--- config.mk ---
export PLATFORM = sky130hd
export DESIGN_NAME = spims_top
export DESIGN_NICKNAME = d
export VERILOG_FILES = /design/src/spims_pkg.sv /design/src/spims_top.sv
export SDC_FILE = /design/constraint.sdc
export NUM_CORES = 1
export LEC_CHECK = 0
export BUFFER_PORTS_ARGS = -buffer_cell sky130_fd_sc_hd__buf_4
export CAP_MARGIN = 10
export CORE_UTILIZATION = 45
export DETAILED_ROUTE_END_ITERATION = 16
export PLACE_DENSITY = 0.81
export SLEW_MARGIN = 20
export SYNTH_ARGS = -nofsm -noshare
export SYNTH_HDL_FRONTEND = slang
export SYNTH_SLANG_ARGS = --single-unit
--- constraint.sdc ---
create_clock -name sys_clk -period 8.7 [get_ports sys_clk]
set_input_delay 2.175 -clock sys_clk [delete_from_list [all_inputs] [get_ports sys_clk]]
set_output_delay 2.175 -clock sys_clk [all_outputs]
set_load 0.02 [all_outputs]
--- src/spims_pkg.sv ---
/*
  shared constants for the serial peripheral master/slave block:
  field layouts, reset values and configuration limits.
  assumes a single 10 MHz system clock domain.
*/
package spims_pkg;
  localparam int          SPIMS_NUM_CS       = 4;
  localparam int          SPIMS_MAX_BITS     = 16;
  localparam int          SPIMS_LASTX_BIT    = 24;
  localparam logic [7:0]  SPIMS_DIV_RST      = 8'h01;
  localparam logic [3:0]  SPIMS_BITS_RST     = 4'h0;
  localparam logic [4:0]  SPIMS_BITS_BASE    = 5'h08;
  localparam logic [1:0]  SPIMS_CS_NONE      = 2'h0;
  localparam logic [15:0] SPIMS_DATA_RST     = 16'h0000;
  localparam int          SPIMS_SRST_WRITES  = 2;
endpackage

--- src/spims_top.sv ---
/*
  serial peripheral master/slave core with fixed chip select, per-chip-select
  baud divisor and word length, and a transfer-size output for the dma channel.
  assumes configuration, data and strobes come from logic on sys_clk; serial
  pins from outside and pass two flip-flops before use.
*/
`timescale 1ns/100ps
module spims_top
  import spims_pkg::*;
(
  // clock and reset
  input  wire logic        sys_clk,
  input  wire logic        reset_n,
  // control
  input  wire logic        soft_reset_bit,
  input  wire logic        disable_cmd,
  input  wire logic        enable_cmd,
  input  wire logic        master_select_bit,
  input  wire logic [1:0]  fixed_cs,
  input  wire logic        clock_polarity,
  input  wire logic        clock_phase_select,
  input  wire logic [31:0] cs_divisor_flat,
  input  wire logic [15:0] cs_bits_flat,
  input  wire logic [3:0]  cs_hold_flat,
  // transmit data register write
  input  wire logic        tx_write,
  input  wire logic [31:0] tx_word,
  // serial pins
  input  wire logic        serial_clock_in,
  input  wire logic        slave_select_n_in,
  input  wire logic        serial_data_in,
  output logic             serial_clock_out,
  output logic             serial_data_out,
  output logic [3:0]       chip_select_n,
  // status
  output logic             tx_ready,
  output logic             transmitter_empty_flag,
  output logic             rx_valid,
  output logic [15:0]      rx_data,
  output logic             enabled,
  output logic             transfer_size_half
);
  typedef enum logic [1:0] {SPIMS_IDLE, SPIMS_SHIFT, SPIMS_EXTRA} spims_state_t;
  typedef struct packed {
    spims_state_t st;
    logic        en;
    logic        srst_seen;
    logic [15:0] hold;
    logic        hold_full;
    logic        hold_last;
    logic [15:0] shreg;
    logic [4:0]  bits_left;
    logic [7:0]  divcnt;
    logic        sck;
    logic        last;
    logic [3:0]  csn;
    logic        txrdy;
    logic        txemp;
    logic        rxv;
    logic [15:0] rxd;
    logic        size_half;
    logic        prev_slow;
    logic [2:0]  sclk_sync;
    logic [1:0]  ss_sync;
    logic [1:0]  sd_sync;
    logic        sdo;
  } spims_regs_t;
  spims_regs_t r, n;

  // word length code to bit count
  function automatic logic [4:0] bits_of(input logic [3:0] code);
    logic [4:0] v;
    v = SPIMS_BITS_BASE + {1'b0, code};
    bits_of = (v > 5'(SPIMS_MAX_BITS)) ? 5'(SPIMS_MAX_BITS) : v;
  endfunction

  logic [7:0] cur_div;
  logic [4:0] cur_bits;
  logic       cur_hold;
  logic       all_div_one;
  logic [3:0] msb_idx;
  assign cur_div  = cs_divisor_flat[8*fixed_cs +: 8];
  assign cur_bits = bits_of(cs_bits_flat[4*fixed_cs +: 4]);
  assign cur_hold = cs_hold_flat[fixed_cs];
  assign all_div_one = (cs_divisor_flat == {4{8'h01}});
  // index of the word's msb inside the shift register
  assign msb_idx  = (cur_bits - 5'd1 > 5'd15) ? 4'hF : 4'(cur_bits - 5'd1);

  // next-state logic; slave path samples synchronised pin edges
  always_comb begin
    n = r;
    n.rxv = 1'b0;
    n.sclk_sync = {r.sclk_sync[1], r.sclk_sync[0], serial_clock_in};
    n.ss_sync   = {r.ss_sync[0], slave_select_n_in};
    n.sd_sync   = {r.sd_sync[0], serial_data_in};
    n.size_half = bits_of(cs_bits_flat[3:0]) > 5'd8;
    if (enable_cmd) n.en = 1'b1;
    if (disable_cmd && master_select_bit) n.en = 1'b0;
    if (tx_write && !r.hold_full) begin
      n.hold = tx_word[15:0];
      n.hold_last = tx_word[SPIMS_LASTX_BIT];
      n.hold_full = 1'b1;
      n.txrdy = 1'b0;
      n.txemp = 1'b0;
    end
    case (r.st)
      SPIMS_IDLE: begin
        if (master_select_bit) n.sck = clock_polarity;
        if (r.en && master_select_bit && r.hold_full) begin
          n.shreg = r.hold;
          n.last = r.hold_last;
          n.hold_full = 1'b0;
          // divisor one plus hold leaves ready low after refill
          n.txrdy = !(cur_hold && cur_div == 8'h01);
          n.bits_left = cur_bits;
          n.divcnt = (cur_div == 8'h00) ? 8'h01 : cur_div;
          n.csn = ~(4'b0001 << fixed_cs);
          n.st = SPIMS_SHIFT;
          // fast after slow with cpol 1, clock_phase_select 0 gives a stray pulse unless all divisors are one
          if (clock_polarity && !clock_phase_select && r.prev_slow && cur_div == 8'h01
              && !all_div_one) begin
            n.sck       = ~clock_polarity;
            // the stray pulse also clocks one dummy bit, so one more edge pair
            n.bits_left = cur_bits + 5'd1;
          end
          n.prev_slow = cur_div != 8'h01;
        end else if (!master_select_bit && r.en) begin
          // slave: shift on synchronised rising edges
          if (!r.ss_sync[1] && r.sclk_sync[1] && !r.sclk_sync[2]) begin
            n.shreg = {r.shreg[14:0], r.sd_sync[1]};
            n.bits_left = r.bits_left + 5'd1;
            if (r.bits_left + 5'd1 == cur_bits) begin
              n.rxd = {r.shreg[14:0], r.sd_sync[1]};
              n.rxv = 1'b1;
              n.bits_left = 5'd0;
            end
          end
        end
      end
      SPIMS_SHIFT: begin
        // divided serial clock, two half periods per bit
        if (r.divcnt <= 8'h01) begin
          n.divcnt = (cur_div == 8'h00) ? 8'h01 : cur_div;
          n.sck = ~r.sck;
          if (r.sck != clock_polarity) begin
            n.shreg = {r.shreg[14:0], r.sd_sync[1]};
            n.bits_left = r.bits_left - 5'd1;
            if (r.bits_left == 5'd1) begin
              n.rxd = {r.shreg[14:0], r.sd_sync[1]};
              n.rxv = 1'b1;
              // odd length at divisor one emits one more pulse
              n.st = (cur_div == 8'h01 && cur_bits[0]) ? SPIMS_EXTRA : SPIMS_IDLE;
            end
          end
        end else begin
          n.divcnt = r.divcnt - 8'h01;
        end
        if (n.st == SPIMS_IDLE) begin
          n.txemp = !n.hold_full;
          n.txrdy = !n.hold_full;
          if (!cur_hold || r.last) n.csn = 4'hF;
        end
      end
      SPIMS_EXTRA: begin
        n.sck = ~r.sck;
        if (r.sck != clock_polarity) begin
          n.st = SPIMS_IDLE;
          n.txemp = !n.hold_full;
          n.txrdy = !n.hold_full;
          if (!cur_hold || r.last) n.csn = 4'hF;
        end
      end
      default: n.st = SPIMS_IDLE;
    endcase
    // single write clears state; a second write finishes the reset
    if (soft_reset_bit) begin
      n.srst_seen = 1'b1;
      n.st = SPIMS_IDLE;
      n.en = 1'b0;
      n.hold_full = 1'b0;
      n.csn = 4'hF;
      n.txrdy = 1'b1;
      n.txemp = 1'b1;
      if (r.srst_seen) n.sck = clock_polarity;
    end else if (tx_write) begin
      n.srst_seen = 1'b0;
    end
    // data pin registered so the output leaves a flip-flop
    n.sdo = n.shreg[msb_idx];
  end

  // state register
  always_ff @(posedge sys_clk) begin
    if (!reset_n) begin
      r <= '0;
      r.st <= SPIMS_IDLE;
      r.csn <= 4'hF;
      r.txrdy <= 1'b1;
      r.txemp <= 1'b1;
      r.hold <= SPIMS_DATA_RST;
      r.sclk_sync <= 3'b000;
      r.ss_sync <= 2'b11;
    end else begin
      r <= n;
    end
  end

  assign serial_clock_out       = r.sck;
  assign serial_data_out        = r.sdo;
  assign chip_select_n          = r.csn;
  assign tx_ready               = r.txrdy;
  assign transmitter_empty_flag = r.txemp;
  assign rx_valid               = r.rxv;
  assign rx_data                = r.rxd;
  assign enabled                = r.en;
  assign transfer_size_half     = r.size_half;

  // checks
  property p_size_cs0;
    @(posedge sys_clk) disable iff (!reset_n)
      1'b1 |=> transfer_size_half == (bits_of($past(cs_bits_flat[3:0])) > 5'd8);
  endproperty
  a_size_cs0: assert property (p_size_cs0) else $error("size not from cs0");
  property p_slave_disable;
    @(posedge sys_clk) disable iff (!reset_n)
      enabled && disable_cmd && !master_select_bit && !soft_reset_bit |=> enabled;
  endproperty
  a_slave_disable: assert property (p_slave_disable) else $error("slave disabled");
  property p_cs_rise_last;
    @(posedge sys_clk) disable iff (!reset_n)
      r.st != SPIMS_IDLE && n.st == SPIMS_IDLE && r.last && !soft_reset_bit |=> chip_select_n == 4'hF;
  endproperty
  a_cs_rise_last: assert property (p_cs_rise_last) else $error("cs held after last");
  property p_extra_odd;
    @(posedge sys_clk) disable iff (!reset_n)
      r.st == SPIMS_EXTRA |-> cur_div == 8'h01 && cur_bits[0];
  endproperty
  a_extra_odd: assert property (p_extra_odd) else $error("extra pulse wrongly");
  property p_even_no_extra;
    @(posedge sys_clk) disable iff (!reset_n)
      r.st == SPIMS_SHIFT && !cur_bits[0] |=> r.st != SPIMS_EXTRA;
  endproperty
  a_even_no_extra: assert property (p_even_no_extra) else $error("extra on even");
  property p_div_hold;
    @(posedge sys_clk) disable iff (!reset_n)
      r.st == SPIMS_SHIFT && r.divcnt > 8'h01 && !soft_reset_bit |=> $stable(serial_clock_out);
  endproperty
  a_div_hold: assert property (p_div_hold) else $error("clock not divided");
  property p_ready_low;
    @(posedge sys_clk) disable iff (!reset_n)
      r.st == SPIMS_IDLE && n.st == SPIMS_SHIFT && cur_hold && cur_div == 8'h01 && !soft_reset_bit
      |=> !tx_ready;
  endproperty
  a_ready_low: assert property (p_ready_low) else $error("ready rose");
  property p_all_one;
    @(posedge sys_clk) disable iff (!reset_n)
      r.st == SPIMS_IDLE && all_div_one && master_select_bit && !soft_reset_bit && !r.hold_full
      |=> serial_clock_out == $past(clock_polarity);
  endproperty
  a_all_one: assert property (p_all_one) else $error("stray pulse");
  property p_srst_twice;
    @(posedge sys_clk) disable iff (!reset_n)
      soft_reset_bit ##1 soft_reset_bit |=> chip_select_n == 4'hF && !enabled;
  endproperty
  a_srst_twice: assert property (p_srst_twice) else $error("soft reset failed");
  c_xfer: cover property (@(posedge sys_clk) r.st == SPIMS_SHIFT ##1 r.st == SPIMS_IDLE);
  c_extra: cover property (@(posedge sys_clk) r.st == SPIMS_EXTRA);
  c_slave_rx: cover property (@(posedge sys_clk) rx_valid && !master_select_bit);
endmodule

==> reports/results.ini <==
[sta]
maxSlewHeadroom = 0.2850
post-route-period-util = 0.5905
period_minus_slack_ns = 5.137
rsz0062_at_grt = false
timing.fmax_mhz = 194.7
finalHoldViolCount = 0
setup_viol = 0
slew_viol_final = 0
tightest_slew_ns = 1.073
worst_clock_skew_ns = 0.01050
timing.hold.ws_ns = 0.4342
setup_tns_ns = 0

[power]
powerDensity_mw_per_mm2 = 141.1
ir_drop_mv = 0.06482
p_leak_uw = 0.002211

[layout]
seqCellArea_mm2 = 0.001722
stdcell_count = 778
n_fill_cell = 944
drive_gt1_frac = 0.2492
diodes = 0
syn2layout_area_growth_pct = 18.23
multi_input_area_mm2 = 0.002809
design_area_mm2 = 0.005793
post-route-util = 0.5537
final_nets = 747

[critical_path]
reg2regPathDepth = 8
cp_data_required_time_ns = 8.94
r2r-end = serial_data_out
path_max_fanout = 17
start_kind = input pin
r2r_start = r[84]
worst_setup_path_end_kind = flop
worstSetupPathType = input pin to flop
ff2ff_setup_slack_ns = 5.56
critPathArrivalTime_ns = 5.38
critPathCapture = serial_data_out
crit_start = fixed_cs[0]

[route]
vias = 4656
ant_nets = 0
drt_iter0_drc = 349
wl_per_cell_um = 15.98
route.detailed.drc = 0
via_per_inst = 5.985
route.final.wire_length_mm = 12.43
drtPass1Iterations = 6

[floorplan]
fp.dieW_um = 106.3
core_mm2 = 0.01046
boundaryPins = 125
initial_core_util = 0.4683
die_h_um = 106.3
placementRows = 37
dieArea_mm2 = 0.01131

[grt]
grt-busiest-layer = met2
grt_pass1_wl_mm = 20.56
grt_util_met3 = 0.03556
first_global_vias = 4298
grt_max_degree = 50
grt-ovfl-total = 0
antenna_found_initial = 0
met1_usage = 0.2900
globalRouteMet2Util = 0.3776
grtUsageTotal = 0.2257

[synth]
yosysTopAreaCell = dfxtp_1
seq_area_frac_synth = 0.3514
synthCells = 567
netlist.area_leader.share = 0.3514
syn_nets = 677
yosysMostFrequentCell = dfxtp_1
synth_edf_count = 0
syn_area_per_cell_um2 = 8.641
synthArstFlopShare = 0
yosys_warnings = 0
synth_flop_cell = dfxtp_1
ys_top_cells_by_count = dfxtp_1, nand2_1, nor2_1
netlist_area_mm2 = 0.004900
ys_types = 73
synth_seq_cells = 86
synth_area_leaders = dfxtp_1, mux4_2, nand2_1

[clocking]
clockRootBuffer = clkbuf_8
cts_tree = done
clk_latency_ns = 0.37
cts.clk_slew.worst_paths_ns = 0.10
cts_setup_buffers = 0
cts.path.max_buffers = 2
cts_hold_buffers = 0
cts_inserted_buffers = 9
cts.repair.resized = 0
cts.sinks = 86
h-tree-depth = 3

[placed_design]
placedCellCount = 762
place_area_mm2 = 0.005589
numPortBuffers = 109
gp_congestion = 0.8984
hpwlAfterDp_mm = 9.396

[hold_path]
hold_class = flop to flop

[job]
drv_cap = 0

[status]
status = complete, no violations

-- sequential cells by signal, indices dropped and copies added, names as in the netlist --
name / flops
r: 55
rx_data: 16
chip_select_n: 4
n: 4
enabled: 1
rx_valid: 1
serial_clock_out: 1
serial_data_out: 1
transfer_size_half: 1
transmitter_empty_flag: 1
tx_ready: 1
-- worst min path at each step --
stage / slack [ns] / cells after the start / endpoint / start
after CTS: 0.44 / 1 / r[4] / n[4]
after global routing: 0.44 / 1 / r[4] / n[4]
after floorplan: 0.39 / 1 / r[4] / n[4]
after detailed placement: 0.42 / 1 / r[4] / n[4]
final: 0.43 / 1 / r[4] / n[4]
after global placement: 0.40 / 1 / r[4] / n[4]
-- worst max-delay path: stages --
cell and delay (ns):
buf_4 0.25, mux4_2 0.68, nand2b_1 0.43, ha_1 0.38, xnor2_1 0.19, nor2b_1 0.38, mux2_2 0.38, a41o_1 0.23
a211oi_1 0.20, a311oi_1 0.08
-- metal layers --
metal  vias to the layer above  routed length, um
li1                       2229                  -
met1                      2189               5417
met2                       218               5955
met3                        20                809
met4                         0                247
met5                         -                  0
-- report_power, final --
group / switching, uW / internal (uW)
registers: 6.44 / 403
clock network: 168 / 113
logic: 66.2 / 61.2
-- stage by stage --
stage	setup slack, ns	total power [uW]
after floorplan	3.768	494.2
after global placement	3.210	542.1
after detailed placement	3.141	545.3
after CTS	3.540	824.5
after global routing	3.295	854.2
final	3.563	817.6
-- kinds of logic (layout without fill, tap and decap cells) --
group	Yosys count	in the layout	synth area share
AOI/OAI and AO/OA	161	161	0.2380
xor gates and xnor gates	9	9	0.01609
adders and majority gates	12	12	0.03064
buffers and inverters	70	145	0.07712
DFF	86	86	0.3514
muxes	20	20	0.07508
and+or+nand+nor	209	209	0.2117
-- cell type report --
| cell class | count | share of cell area |
|---|---|---|
| Clock inverter | 7 | 0.01231 |
| Tap cell | 136 | 0.02937 |
| Multi-Input combinational cell | 411 | 0.4849 |
| Clock buffer | 9 | 0.02138 |
| Sequential cell | 86 | 0.2972 |
| Timing Repair Buffer | 110 | 0.1425 |
| Inverter | 19 | 0.01231 |
-- cells in the final DEF (no fill, tap or decap), drive strengths merged, types with 9 or more instances in the layout --
cell / n
mux4: 13
nor4: 10
dfxtp: 86
a222oi: 14
nand3: 10
and2: 11
clkbuf: 9
buf: 110
o21ai: 36
ha: 12
nand2b: 9
a21oi: 40
a22o: 17
nand2: 71
nor2: 55
inv: 24
nor3: 10
(Power assumes the default switching activity.)
